### src/iprl_pkg.sv
// Constants shared by the interrupt source and priority logic
package iprl_pkg;
  // ----------------------------------------------------------------
  // Register map (byte addresses)
  // ----------------------------------------------------------------
  localparam int ADDR_W = 8;
  localparam logic [7:0] OFF_PORT_PRIO = 8'h00;
  localparam logic [7:0] OFF_PERIPH_PRIO = 8'h04;
  localparam logic [7:0] OFF_EVENT_CODE = 8'h08;
  localparam logic [7:0] OFF_EVENT_CODE_TWO = 8'h0C;
  localparam logic [7:0] OFF_STATUS = 8'h10;
  localparam logic [7:0] OFF_CLEAR = 8'h14;
  localparam logic [7:0] OFF_ENABLE = 8'h18;
  localparam logic [7:0] OFF_LEVELS = 8'h1C;
  // ----------------------------------------------------------------
  // Field positions and reset values
  // ----------------------------------------------------------------
  localparam int PORT_LO_POS = 12;
  localparam int PORT_HI_POS = 8;
  localparam int LVL_IRL_POS = 0;
  localparam int LVL_WIN_POS = 8;
  localparam int ST_ACCEPT_BIT = 0;
  localparam int ST_WAKE_BIT = 1;
  localparam int NUM_EVENTS = 2;
  localparam logic [3:0] PRIO_RESET = 4'h0;
  localparam logic [3:0] IRL_IDLE = 4'hF;
  localparam logic [1:0] RESP_OKAY = 2'b00;
  localparam logic [1:0] RESP_SLVERR = 2'b10;
  // ----------------------------------------------------------------
  // Priority levels and event codes
  // ----------------------------------------------------------------
  localparam logic [4:0] LVL_NMI = 5'h10;
  localparam logic [4:0] LVL_DEBUG = 5'h0F;
  localparam logic [3:0] LVL_TOP_MASKABLE = 4'hF;
  localparam logic [11:0] CODE_NMI = 12'h1C0;
  localparam logic [11:0] CODE_DEBUG = 12'h5E0;
  localparam logic [11:0] CODE_PORT_LO = 12'h700;
  localparam logic [11:0] CODE_PORT_HI = 12'h720;
  localparam logic [11:0] CODE_PERIPH_BASE = 12'h800;
  localparam logic [11:0] CODE_LEVEL_BASE = 12'h200;
  localparam logic [11:0] CODE_LEVEL_LAST = 12'h3C0;
  localparam int CODE_STEP_SHIFT = 5;
endpackage : iprl_pkg

### src/iprl_top.sv
// Interrupt source front end, priority arbiter and register slave
// Contract
// - Encoded pins give priority fifteen minus their value; all zero is level 15.
// - Encoded pins all high mean no request, level zero.
// - Encoded pins sampled each clock; new level taken after two equal samples.
// - In standby the filter samples on the rtc clock instead.
// - Without a running rtc clock the encoded pins cannot wake from standby.
// - Accepting these interrupts leaves the cpu mask level unchanged.
// - Sixteen port pins, levels, two groups of eight with own priority 0-15.
// - Port pin wakes standby only above mask level and with rtc running.
// - Peripheral sources have programmable priority; debug source fixed at 15.
// - Levels 0 to 16 ranked, 16 highest; level 0 masks the source.
// - Acceptance loads event codes unique per source; one common handler.
// - Reset sets every programmable priority to level 0.
// - Equal priorities resolved by a fixed default source order.
// - Non-maskable source always ranks at level 16 above all others.
// - Primary event code encodes accepted level, range 0x200 to 0x3C0. Here the nmi and debug sources load 0x1C0 and 0x5E0 instead.
//
// Chosen here: the register addresses and the AXI4-Lite register port.
`timescale 1ns/1ps
module iprl_top #(
  parameter int NUM_PERIPH = 8
) (
  // Clock and reset
  input wire logic aclk,
  input wire logic aresetn,
  // Interrupt sources
  input wire logic nmi_req,
  input wire logic debug_port_source,
  input wire logic [3:0] encoded_level_pins_n,
  input wire logic [15:0] port_request_pins,
  input wire logic [NUM_PERIPH-1:0] periph_req,
  // Power state and rtc clock presence
  input wire logic standby,
  input wire logic rtc_tick,
  input wire logic rtc_running,
  // Cpu side
  input wire logic [3:0] cpu_mask_level,
  input wire logic cpu_accept,
  output logic irq_request,
  output logic [4:0] irq_level,
  output logic wake_request,
  output logic intr,
  // Axi4-lite write address and data
  input wire logic [iprl_pkg::ADDR_W-1:0] s_axi_awaddr,
  input wire logic s_axi_awvalid,
  output logic s_axi_awready,
  input wire logic [31:0] s_axi_wdata,
  input wire logic [3:0] s_axi_wstrb,
  input wire logic s_axi_wvalid,
  output logic s_axi_wready,
  // Axi4-lite write response
  output logic [1:0] s_axi_bresp,
  output logic s_axi_bvalid,
  input wire logic s_axi_bready,
  // Axi4-lite read
  input wire logic [iprl_pkg::ADDR_W-1:0] s_axi_araddr,
  input wire logic s_axi_arvalid,
  output logic s_axi_arready,
  output logic [31:0] s_axi_rdata,
  output logic [1:0] s_axi_rresp,
  output logic s_axi_rvalid,
  input wire logic s_axi_rready
);
  import iprl_pkg::*;

  // ----------------------------------------------------------------
  // State and source tables
  // ----------------------------------------------------------------
  localparam int NS = 5 + NUM_PERIPH;

  typedef struct packed {
    logic [3:0] prio_lo;
    logic [3:0] prio_hi;
    logic [NUM_PERIPH*4-1:0] prio_per;
    logic [11:0] evt;
    logic [11:0] evt2;
    logic [NUM_EVENTS-1:0] status;
    logic [NUM_EVENTS-1:0] enable;
    logic [4:0] win_level;
    logic [11:0] win_code;
    logic [11:0] win_code2;
    logic req;
    logic wake;
    logic aw_got;
    logic w_got;
    logic [ADDR_W-1:0] aw_addr;
    logic [31:0] wdata;
    logic [3:0] wstrb;
    logic bvalid;
    logic [1:0] bresp;
    logic rvalid;
    logic [31:0] rdata;
    logic [1:0] rresp;
  } iprl_state_t;

  iprl_state_t q;
  iprl_state_t next_q;
  logic [3:0] irl_filt;
  logic [4:0] irl_lvl;
  logic [4:0] src_lvl [NS];
  logic [11:0] src_code [NS];
  logic [11:0] src_code2 [NS];
  logic [4:0] best_lvl;
  logic [11:0] best_code;
  logic [11:0] best_code2;
  logic best_req;

  if (NUM_PERIPH < 1 || NUM_PERIPH > 8)
  begin : g_chk
    $error("iprl_top: NUM_PERIPH must be 1 to 8");
  end

  // Primary event code for a maskable level 1..15
  function automatic logic [11:0] level_code(input logic [4:0] lvl);
    level_code = CODE_LEVEL_BASE + {3'b000, LVL_TOP_MASKABLE - lvl[3:0], 5'b0_0000};
  endfunction : level_code

  // Byte-lane merge of a write into a register word
  function automatic logic [31:0] wmerge(input logic [31:0] old, input logic [31:0] d,
                                         input logic [3:0] s);
    logic [31:0] r;
    r = old;
    for (int b = 0; b < 4; b++)
    begin
      if (s[b])
        r[b*8 +: 8] = d[b*8 +: 8];
    end
    wmerge = r;
  endfunction : wmerge

  // ----------------------------------------------------------------
  // Encoded level input
  // ----------------------------------------------------------------
  iprl_filter #(
    .WIDTH(4)
  ) u_filter (
    .aclk(aclk),
    .aresetn(aresetn),
    .standby(standby),
    .rtc_tick(rtc_tick),
    .rtc_running(rtc_running),
    .pins(encoded_level_pins_n),
    .filtered(irl_filt)
  );

  // Level is fifteen minus pin value; all high gives zero
  assign irl_lvl = {1'b0, LVL_TOP_MASKABLE - irl_filt};

  // ----------------------------------------------------------------
  // Source levels and arbitration
  // ----------------------------------------------------------------
  // Index order is the default order, index 0 highest
  always_comb
  begin
    src_lvl[0] = nmi_req ? LVL_NMI : 5'h00;
    src_code[0] = CODE_NMI;
    src_code2[0] = CODE_NMI;
    src_lvl[1] = debug_port_source ? LVL_DEBUG : 5'h00;
    src_code[1] = CODE_DEBUG;
    src_code2[1] = CODE_DEBUG;
    src_lvl[2] = irl_lvl;
    src_code[2] = level_code(irl_lvl);
    src_code2[2] = level_code(irl_lvl);
    // Port pins as two groups, each with its own setting
    src_lvl[3] = (|port_request_pins[7:0]) ? {1'b0, q.prio_lo} : 5'h00;
    src_code[3] = level_code({1'b0, q.prio_lo});
    src_code2[3] = CODE_PORT_LO;
    src_lvl[4] = (|port_request_pins[15:8]) ? {1'b0, q.prio_hi} : 5'h00;
    src_code[4] = level_code({1'b0, q.prio_hi});
    src_code2[4] = CODE_PORT_HI;
    for (int i = 0; i < NUM_PERIPH; i++)
    begin
      src_lvl[5+i] = periph_req[i] ? {1'b0, q.prio_per[i*4 +: 4]} : 5'h00;
      src_code[5+i] = level_code({1'b0, q.prio_per[i*4 +: 4]});
      src_code2[5+i] = CODE_PERIPH_BASE + 12'(i << CODE_STEP_SHIFT);
    end
  end

  // Highest level wins; lower index wins a tie
  always_comb
  begin
    best_lvl = 5'h00;
    best_code = 12'h000;
    best_code2 = 12'h000;
    for (int i = NS - 1; i >= 0; i--)
    begin
      if (src_lvl[i] != 5'h00 && src_lvl[i] >= best_lvl)
      begin
        best_lvl = src_lvl[i];
        best_code = src_code[i];
        best_code2 = src_code2[i];
      end
    end
    best_req = best_lvl > {1'b0, cpu_mask_level};
  end

  // ----------------------------------------------------------------
  // Next state: arbiter result, events and register slave
  // ----------------------------------------------------------------
  always_comb
  begin
    logic [31:0] word;
    logic [NUM_EVENTS-1:0] set_ev;
    logic [NUM_EVENTS-1:0] clr_ev;
    word = 32'h0000_0000;
    set_ev = '0;
    clr_ev = '0;
    next_q = q;
    next_q.win_level = best_lvl;
    next_q.win_code = best_code;
    next_q.win_code2 = best_code2;
    next_q.req = best_req;
    // Wake only above mask and with rtc clock present
    next_q.wake = standby && rtc_running && best_req;
    // Acceptance latches the codes; mask level is not touched here
    if (cpu_accept && q.req)
    begin
      next_q.evt = q.win_code;
      next_q.evt2 = q.win_code2;
      set_ev[ST_ACCEPT_BIT] = 1'b1;
    end
    set_ev[ST_WAKE_BIT] = q.wake;
    // Write channels taken in either order
    if (s_axi_awvalid && !q.aw_got && !q.bvalid)
    begin
      next_q.aw_got = 1'b1;
      next_q.aw_addr = s_axi_awaddr;
    end
    if (s_axi_wvalid && !q.w_got && !q.bvalid)
    begin
      next_q.w_got = 1'b1;
      next_q.wdata = s_axi_wdata;
      next_q.wstrb = s_axi_wstrb;
    end
    // Perform the write once both halves are held
    if (q.aw_got && q.w_got && !q.bvalid)
    begin
      next_q.aw_got = 1'b0;
      next_q.w_got = 1'b0;
      next_q.bvalid = 1'b1;
      next_q.bresp = RESP_OKAY;
      case (q.aw_addr)
        OFF_PORT_PRIO:
        begin
          word = 32'(q.prio_lo) << PORT_LO_POS | 32'(q.prio_hi) << PORT_HI_POS;
          word = wmerge(word, q.wdata, q.wstrb);
          next_q.prio_lo = word[PORT_LO_POS +: 4];
          next_q.prio_hi = word[PORT_HI_POS +: 4];
        end
        OFF_PERIPH_PRIO:
        begin
          word = wmerge(32'(q.prio_per), q.wdata, q.wstrb);
          next_q.prio_per = word[NUM_PERIPH*4-1:0];
        end
        OFF_CLEAR:
          if (q.wstrb[0])
            clr_ev = q.wdata[NUM_EVENTS-1:0];
        OFF_ENABLE:
        begin
          word = wmerge(32'(q.enable), q.wdata, q.wstrb);
          next_q.enable = word[NUM_EVENTS-1:0];
        end
        OFF_EVENT_CODE, OFF_EVENT_CODE_TWO, OFF_STATUS, OFF_LEVELS:
          next_q.bresp = RESP_OKAY;
        default:
          next_q.bresp = RESP_SLVERR;
      endcase
    end
    if (q.bvalid && s_axi_bready)
      next_q.bvalid = 1'b0;
    // Set wins over a clear in the same cycle
    next_q.status = (q.status & ~clr_ev) | set_ev;
    // Read answered the cycle after the address is taken
    if (q.rvalid && s_axi_rready)
      next_q.rvalid = 1'b0;
    if (s_axi_arvalid && !q.rvalid)
    begin
      next_q.rvalid = 1'b1;
      next_q.rresp = RESP_OKAY;
      case (s_axi_araddr)
        OFF_PORT_PRIO:
          next_q.rdata = 32'(q.prio_lo) << PORT_LO_POS | 32'(q.prio_hi) << PORT_HI_POS;
        OFF_PERIPH_PRIO: next_q.rdata = 32'(q.prio_per);
        OFF_EVENT_CODE: next_q.rdata = 32'(q.evt);
        OFF_EVENT_CODE_TWO: next_q.rdata = 32'(q.evt2);
        OFF_STATUS: next_q.rdata = 32'(q.status);
        OFF_CLEAR: next_q.rdata = 32'h0000_0000;
        OFF_ENABLE: next_q.rdata = 32'(q.enable);
        OFF_LEVELS:
          next_q.rdata = 32'(irl_lvl) << LVL_IRL_POS | 32'(q.win_level) << LVL_WIN_POS;
        default:
        begin
          next_q.rdata = 32'h0000_0000;
          next_q.rresp = RESP_SLVERR;
        end
      endcase
    end
  end

  // ----------------------------------------------------------------
  // State register
  // ----------------------------------------------------------------
  always_ff @(posedge aclk)
  begin
    if (!aresetn)
    begin
      q <= '0;
      q.prio_lo <= PRIO_RESET;
      q.prio_hi <= PRIO_RESET;
      q.prio_per <= {NUM_PERIPH{PRIO_RESET}};
    end
    else
    begin
      q <= next_q;
    end
  end

  // Outputs
  assign irq_request = q.req;
  assign irq_level = q.win_level;
  assign wake_request = q.wake;
  assign intr = |(q.status & q.enable);
  assign s_axi_awready = !q.aw_got && !q.bvalid;
  assign s_axi_wready = !q.w_got && !q.bvalid;
  assign s_axi_bvalid = q.bvalid;
  assign s_axi_bresp = q.bresp;
  assign s_axi_arready = !q.rvalid;
  assign s_axi_rvalid = q.rvalid;
  assign s_axi_rdata = q.rdata;
  assign s_axi_rresp = q.rresp;
endmodule : iprl_top

### src/iprl_filter.sv
// Two-sample noise filter for the encoded level pins
`timescale 1ns/1ps
module iprl_filter #(
  parameter int WIDTH = 4
) (
  // Clock and reset
  input wire logic aclk,
  input wire logic aresetn,
  // Sampling control
  input wire logic standby,
  input wire logic rtc_tick,
  input wire logic rtc_running,
  // Pins and filtered level
  input wire logic [WIDTH-1:0] pins,
  output logic [WIDTH-1:0] filtered
);
  import iprl_pkg::*;

  typedef struct packed {
    logic [WIDTH-1:0] prev;
    logic [WIDTH-1:0] stable;
  } iprl_filt_t;

  iprl_filt_t q;
  iprl_filt_t next_q;
  logic sample;

  generate
    if (WIDTH != 4)
    begin : g_chk
      $error("iprl_filter: WIDTH must be 4");
    end
  endgenerate

  // Peripheral clock samples always, standby samples on the rtc tick only
  assign sample = standby ? (rtc_tick && rtc_running) : 1'b1;

  // Accept a level seen equal on two consecutive samples
  always_comb
  begin
    next_q = q;
    if (sample)
    begin
      next_q.prev = pins;
      if (pins == q.prev)
      begin
        next_q.stable = pins;
      end
    end
  end

  always_ff @(posedge aclk)
  begin
    if (!aresetn)
    begin
      q.prev <= IRL_IDLE;
      q.stable <= IRL_IDLE;
    end
    else
    begin
      q <= next_q;
    end
  end

  assign filtered = q.stable;
endmodule : iprl_filter

### config.mk
export PLATFORM = sky130hd
export DESIGN_NAME = iprl_top
export DESIGN_NICKNAME = d
export VERILOG_FILES = /design/src/iprl_pkg.sv /design/src/iprl_top.sv /design/src/iprl_filter.sv
export SDC_FILE = /design/constraint.sdc
export NUM_CORES = 1
export LEC_CHECK = 0
export BUFFER_PORTS_ARGS = -buffer_cell sky130_fd_sc_hd__buf_4
export CAP_MARGIN = 20
export CORE_AREA = 2 2 141 143
export CTS_CLUSTER_DIAMETER = 120
export CTS_CLUSTER_SIZE = 30
export DETAILED_ROUTE_END_ITERATION = 10
export DIE_AREA = 0 0 143 145
export GPL_TIMING_DRIVEN = 0
export PLACE_DENSITY = 0.75
export SYNTH_ARGS = -nofsm -noshare
export SYNTH_HDL_FRONTEND = slang
export SYNTH_SLANG_ARGS = --single-unit
### constraint.sdc
create_clock -name aclk -period 22 [get_ports aclk]
set_input_delay 4.4 -clock aclk [delete_from_list [all_inputs] [get_ports aclk]]
set_output_delay 4.4 -clock aclk [all_outputs]
set_load 0.01 [all_outputs]
* Yosys cells after proc, flatten, opt, wreduce, memory -nomap -nowiden
Cells that the tools add are included.
Cells by class: $add $sub $neg 23, magnitude comparators 14, equality and inequality tests 15, multiplexer cells 62, bitwise gates (word level) 7, reduce and logical (&&, ||, !) cells 64
Operator list (number):
- 2-to-1 mux 12 bit | 19
- one-hot mux 32 bit (7 select lines) | 1
- adder 10 x 9 -> 11 bit (first input constant) | 11
- nonzero test 5 bit | 13
- equality test 8 x 5 -> 1 bit (second input constant) | 8
- 2-to-1 mux 4 bit | 14
- >= comparator 4 x 5 -> 1 bit | 11
- 2-to-1 mux 11 bit | 5
- 2-to-1 mux 5 bit | 11
- subtractor 4 bit (first input constant) | 12
- 2-to-1 mux 35 bit | 1
- equality test 8 x 4 -> 1 bit (second input constant) | 4
- OR reduction 8 bit | 4
- logical AND 1 bit | 28
- 2-to-1 mux 9 bit | 2
- equality test 8 x 3 -> 1 bit (second input constant) | 2
- logical NOT 8 bit | 2
- OR 16 x 12 -> 16 bit | 1
- AND reduction 3 bit | 5
- OR 4 x 13 -> 13 bit | 1
- 2-to-1 mux 2 bit | 5
- 2-to-1 mux 8 bit | 1
- OR reduction 2 bit | 4
- >= comparator 5 bit | 1
- other kinds (12) | 19
Word-level totals: bits in registers 191

* Longest topological paths before layout
depth in word-level cells 42, gate-level depth with buffers 111

* Modules after synthesis
A second synthesis with hierarchy kept.
Unflattened totals: cell total of the unflattened synthesis 1194, area, all modules 9517.9 sq um
By module, submodules not included:
- iprl_top | instances 1, cells each 1153, area an instance 9086.2 sq um, seq. area each 3183.1 sq um
- iprl_filter | instances 1, cells each 41, area an instance 431.7 sq um, seq. area each 160.2 sq um

* Worst setup path before layout
Ideal clock, no wire load.
kind input -> register, start point input port periph_req[6], end point register q (netlist bit wake_request), setup time 0.115 ns, arrival 22.984 ns, setup slack -1.100 ns, stages on the path 100, cell sequence buf_4 -> nand2_1 -> ha_1 -> nand2b_1 -> a21o_1 -> maj3_1 -> a21oi_1 -> nor2_1 -> nand3_1 -> nand2_1 -> ha_1 -> or3b_1 -> a32oi_1 -> o21ai_0 -> o21ai_0 -> clkbuf_1 -> a21oi_1 -> ha_1 -> [64 not listed] -> a41oi_1 -> a2111oi_0 -> a21oi_1 -> ha_1 -> a21o_1 -> a21oi_1 -> nor2_1 -> o21ai_0 -> a31oi_1 -> ha_1 -> nor2b_1 -> o21ai_0 -> nand2b_1 -> a21oi_1 -> a41oi_1 -> nor2_1 -> nor2_1 -> and3_1
On the way: cells in the longest elaborated chain, start to end 39, elaborated cells on any way between the ends 40
RTL lines:
- start: declaration | RTL line iprl_top.sv:32 | input wire logic [NUM_PERIPH-1:0] periph_req,
- 2-to-1 mux 4 bit (*) | RTL line iprl_top.sv:174 | src_lvl[5+i] = periph_req[i] ? {1'b0, q.prio_per[i*4 +: 4]} : 5'h00;
- >= comparator 4 x 5 -> 1 bit / nonzero test 5 bit (equally long branches) | RTL line iprl_top.sv:188 | if (src_lvl[i] != 5'h00 && src_lvl[i] >= best_lvl)
- logical AND 1 bit | RTL line iprl_top.sv:188
- 2-to-1 mux 4 bit (*) | RTL line iprl_top.sv:188
- >= comparator 4 x 5 -> 1 bit | RTL line iprl_top.sv:188
- logical AND 1 bit | RTL line iprl_top.sv:188
- 2-to-1 mux 4 bit (*) | RTL line iprl_top.sv:188
- >= comparator 4 x 5 -> 1 bit | RTL line iprl_top.sv:188
- [24 not listed]
- logical AND 1 bit | RTL line iprl_top.sv:188
- 2-to-1 mux 5 bit (*) | RTL line iprl_top.sv:188
- >= comparator 5 bit | RTL line iprl_top.sv:188
- logical AND 1 bit | RTL line iprl_top.sv:188
- 2-to-1 mux 5 bit (*) | RTL line iprl_top.sv:188
- net best_lvl[1] | RTL line iprl_top.sv:104 | logic [4:0] best_lvl;
- greater-than comparator 5 x 4 -> 1 bit (*) | RTL line iprl_top.sv:195 | best_req = best_lvl > {1'b0, cpu_mask_level};
- logical AND 1 bit (*) | RTL line iprl_top.sv:215 | next_q.wake = standby && rtc_running && best_req;
- end signal: assignment | RTL line iprl_top.sv:315 | q <= next_q;
- end: declaration | RTL line iprl_top.sv:97 | iprl_state_t q;
The timed path passes the listed nets; every way through them passes the cells marked *. A chain may end at the register's enable or synchronous reset.

* Worst setup path after layout
start point input port periph_req[7], end point register q (netlist bit wake_request)
On the way: cells in the longest elaborated chain, start to end 42, elaborated cells on any way between the ends 43
RTL lines (RTL line):
- 2-to-1 mux 4 bit (*) | iprl_top.sv:174
- >= comparator 4 x 1 -> 1 bit / nonzero test 5 bit (equally long branches) | iprl_top.sv:188
- logical AND 1 bit | iprl_top.sv:188
- 2-to-1 mux 4 bit (*) | iprl_top.sv:188
- >= comparator 4 x 5 -> 1 bit | iprl_top.sv:188
- logical AND 1 bit | iprl_top.sv:188
- 2-to-1 mux 4 bit (*) | iprl_top.sv:188
- >= comparator 4 x 5 -> 1 bit | iprl_top.sv:188
- [26 not listed]
- >= comparator 4 x 5 -> 1 bit | iprl_top.sv:188
- logical AND 1 bit | iprl_top.sv:188
- 2-to-1 mux 5 bit (*) | iprl_top.sv:188
- >= comparator 5 bit | iprl_top.sv:188
- logical AND 1 bit | iprl_top.sv:188
- 2-to-1 mux 5 bit (*) | iprl_top.sv:188
- greater-than comparator 5 x 4 -> 1 bit (*) | iprl_top.sv:195
- logical AND 1 bit (*) | iprl_top.sv:215
Every way passes the cells marked *; elsewhere a longest branch is shown, timed or not.

==> impl_metrics.py <==
metrics = {
    "pwr": {
        "total_power_uw": 701,
        "internal_power_uw": 520,
        "seqPwrFrac_pct": 45.6,
        "p_per_area_mw_per_mm2": 53.1,
        "switching_power_uw": 180,
        "p_leak_uw": 0.00544,
        "clkPwrFrac_pct": 42.5,
        "ir_worst_vdd_mv": 0.0647,
        "combPwrFrac_pct": 11.9,
        "switching_share_pct": 25.8,
    },
    "setup_path": {
        "critPathLaunch": "periph_req[7]",
        "reg2regPathDepth": 105,
        "slowest_delay_ps": 420,
        "arrival_ps": 22120,
        "critPathMaxFanout": 8,
        "crit_path_end": "wake_request",
        "crit_required_ps": 22370,
        "crit_path_top_delay_cell": "a221o_2",
        "start_kind": "input port",
        "regToRegEndpoint": "wake_request",
        "cp_common_cell": "buf_4",
        "endpoint_kind": "flop",
        "r2r_start": "q[167]",
        "reg2reg_setup_slack_ps": 3800,
        "worstSetupPathType": "input port to flop",
    },
    "sta": {
        "clock.fmax_mhz": 46.0,
        "post-route-period-util_pct": 98.9,
        "setup_slack_ps": 245,
        "report.final.hold_viol_count": 0,
        "skew_ps": 8.97,
        "maxSlewHeadroom_pct": 41.6,
        "min_period_ps": 21760,
        "setup_violations": 0,
        "drv_slew": 0,
        "holdWs_ps": 439,
        "worst_pin_slew_ps": 864,
    },
    "detailed_routing": {
        "dr.pass1.iters": 6,
        "drc": 0,
        "via_per_inst": 5.92,
        "final_antenna_net_count": 0,
        "drt_iter0_markers": 1076,
        "vias": 10700,
        "finalWirelength_um": 32000,
        "wl_per_cell_um": 17.7,
    },
    "yosys": {
        "yosys.area_share.xor_xnor_pct": 0.359,
        "ys.warnings.count": 0,
        "synth_area_mm2": 0.00976,
        "synth-compound-area-share_pct": 25.8,
        "synth_flop_cell": "dfxtp_1",
        "synth_edf_count": 0,
        "ys_seq_area_share_pct": 34.2,
        "avgSynthCellArea_um2": 7.62,
        "ys_ff_latch": 167,
        "synth_top_family_by_area": "compound AO/OA/AOI/OAI gates",
        "synthCells": 1282,
        "synth_fa_ha_area_share_pct": 4.43,
        "ys_async_sr_fraction_pct": 0,
        "yosysUniqueCellTypes": 87,
        "synthSimpleGateAreaFrac_pct": 24.1,
        "synth_mux_area_share_pct": 4.50,
    },
    "floorplan": {
        "ioPinCount": 146,
        "start_util_pct": 50.8,
        "num_rows": 51,
        "die-area_mm2": 0.0207,
        "die_w_um": 143,
        "core_area_mm2": 0.0192,
        "die-height_um": 145,
    },
    "final_layout": {
        "nets": 1658,
        "area_growth_pct": 35.1,
        "instances_no_fill": 1806,
        "drive_gt1_share_pct": 28.7,
        "fillers": 1510,
        "num_antenna_cells": 0,
    },
    "place": {
        "dp.cells": 1688,
        "dp_slack_ps": -2640,
        "gp_routability_congestion": 0.890,
        "portBuffers": 138,
        "place_hpwl_um": 22000,
    },
    "outcome": {
        "status": "completed",
    },
    "clock_tree": {
        "cts_tree": "done",
        "clock_latency_ps": 420,
        "clockRootBuffer": "clkbuf_16",
        "cts_sinks": 167,
        "max-clock-path-buffers": 2,
        "ctsHoldBuffers": 0,
        "numCtsBuffers": 17,
        "htreeDepth": 4,
        "path_clk_slew_ps": 70,
    },
    "grt": {
        "grt_pass1_wl_um": 47900,
        "grt_overflow_total": 0,
        "antenna_found_initial": 0,
        "grt_pass1_vias": 9583,
        "grt_usage_pct": 28.6,
        "grt_max_degree": 17,
    },
    "worst_hold_path": {
        "hold_path_depth": 2,
        "hp-class": "flop to flop",
    },
    "run": {
        "max_cap_viol_count": 0,
    },
}
==> state kept, by name (all words and copies together), names as in the netlist <==
| name | cells |
|---|---|
| u_filter.filtered | 4 |
| wake_request | 1 |
| s_axi_rresp | 1 |
| u_filter.q | 4 |
| s_axi_rvalid | 1 |
| irq_level | 5 |
| s_axi_rdata | 32 |
| s_axi_bresp | 1 |
| s_axi_bvalid | 1 |
| irq_request | 1 |
| q | 116 |
==> metrics by stage <==
| step | instance area [µm²] | TNS [ps] | utilization (%) |
|---|---|---|---|
| 3_3_place_gp | 11200 | -27170 | 58.2 |
| 5_1_grt | 13200 | -711 | 68.7 |
| 4_1_cts | 12400 | 0 | 64.6 |
| 3_5_place_dp | 11200 | -31830 | 58.3 |
| 2_1_floorplan | 9820 | 0 | - |
| 6_report | 13200 | 0 | 68.7 |
==> power by group through the flow <==
stage / Sequential, µW / Clock (µW) / Combinational, µW
finish: 320 / 298 / 83.2
global route: 321 / 312 / 90.5
CTS: 320 / 298 / 77.3
detailed placement: 326 / 0 / 70.4
global placement: 326 / 0 / 69.3
floorplan: 324 / 0 / 41.0
==> layout make-up <==
type                            count  area (µm²)  area share, %
Buffer                             94         543           4.12
Clock buffer                       20         467           3.54
Clock inverter                     12         129          0.977
Inverter                           32         120          0.911
Multi-Input combinational cell    990        6540           49.6
Sequential cell                   167        3340           25.3
Tap cell                          265         332           2.51
Timing Repair Buffer              226        1720           13.0
==> cell usage after synthesis, types with 4 or more instances <==
cell type / instances / area share (%)
nor4_1: 8 / 0.51
and2_1: 36 / 2.3
nor2b_1: 9 / 0.58
ha_1: 33 / 4.2
a211oi_1: 6 / 0.46
inv_1: 32 / 1.2
o21a_1: 7 / 0.54
buf_4: 42 / 3.2
o21ai_0: 40 / 2.1
nor2_1: 109 / 4.2
mux2_2: 9 / 1.0
buf_1: 4 / 0.15
nand2_1: 288 / 11
o31ai_1: 8 / 0.62
clkbuf_1: 47 / 1.8
dfxtp_1: 167 / 34
a22oi_1: 34 / 2.6
a21o_1: 10 / 0.77
o22ai_1: 10 / 0.64
a32oi_1: 4 / 0.36
xnor2_1: 4 / 0.36
o21ai_1: 8 / 0.41
a31oi_1: 19 / 1.2
nand2b_1: 19 / 1.2
nor3_1: 14 / 0.72
a311oi_1: 5 / 0.45
nand4_1: 5 / 0.32
or3_1: 7 / 0.45
nand3_1: 12 / 0.62
and3_1: 8 / 0.51
a21oi_1: 141 / 7.2
mux2i_1: 27 / 2.8
a41oi_1: 6 / 0.54
o211ai_1: 16 / 1.2
==> how the worst min path moves through the flow <==
stage               startpoint      to  slack, ps
finish                   q[94]  q[127]        440
global route             q[94]  q[127]        450
CTS                      q[94]  q[127]        440
detailed placement       q[94]  q[127]        430
global placement         q[93]  q[126]        420
floorplan                q[91]  q[124]        420
==> routing by layer <==
metal | routed length [µm] | share of wire (%) | GRT usage [%] | up-vias
met5 | 0 | 0 | 0 | -
met4 | 1040 | 3.2 | 8.32 | 0
met3 | 2580 | 8.1 | 3.50 | 95
met2 | 15100 | 47 | 46.4 | 544
met1 | 13200 | 41 | 39.7 | 5006
li1 | - | - | - | 5044
==> what timing repair did <==
item,4_1_cts,5_1_grt
gates cloned,0,1
pin swaps,22,67
endpoints found under the setup margin,19,18
gates resized for setup,51,102
buffers inserted,51,37
==> cell usage in the layout (no fill, tap or decap), types with 17 or more instances in the layout <==
cell       instances
buf_4            262
a22oi_1           34
a21oi_1          127
clkbuf_1          42
o21ai_0           29
nand2_1          280
mux2i_1           27
and2_1            33
nor2_1            97
dfxtp_1          167
clkbuf_16         17
ha_1              22
inv_1             32
==> critical path: cells and delay by family <==
family,cells,cell delay (ps)
buf+inv,20,2370
mux,3,840
simple gates,33,4710
fa+ha+maj,13,3610
compound gates,37,6130
==> kinds of logic (layout without fill, tap and decap cells) <==
group,after synthesis,count (layout)
buf+inv,127,384
mux,39,39
compound gates,375,375
other cells,1,2
fa+ha+maj,35,35
xor+xnor,4,4
flops,167,167
simple gates,534,535
Note: power is estimated with default switching activity, not from simulation.
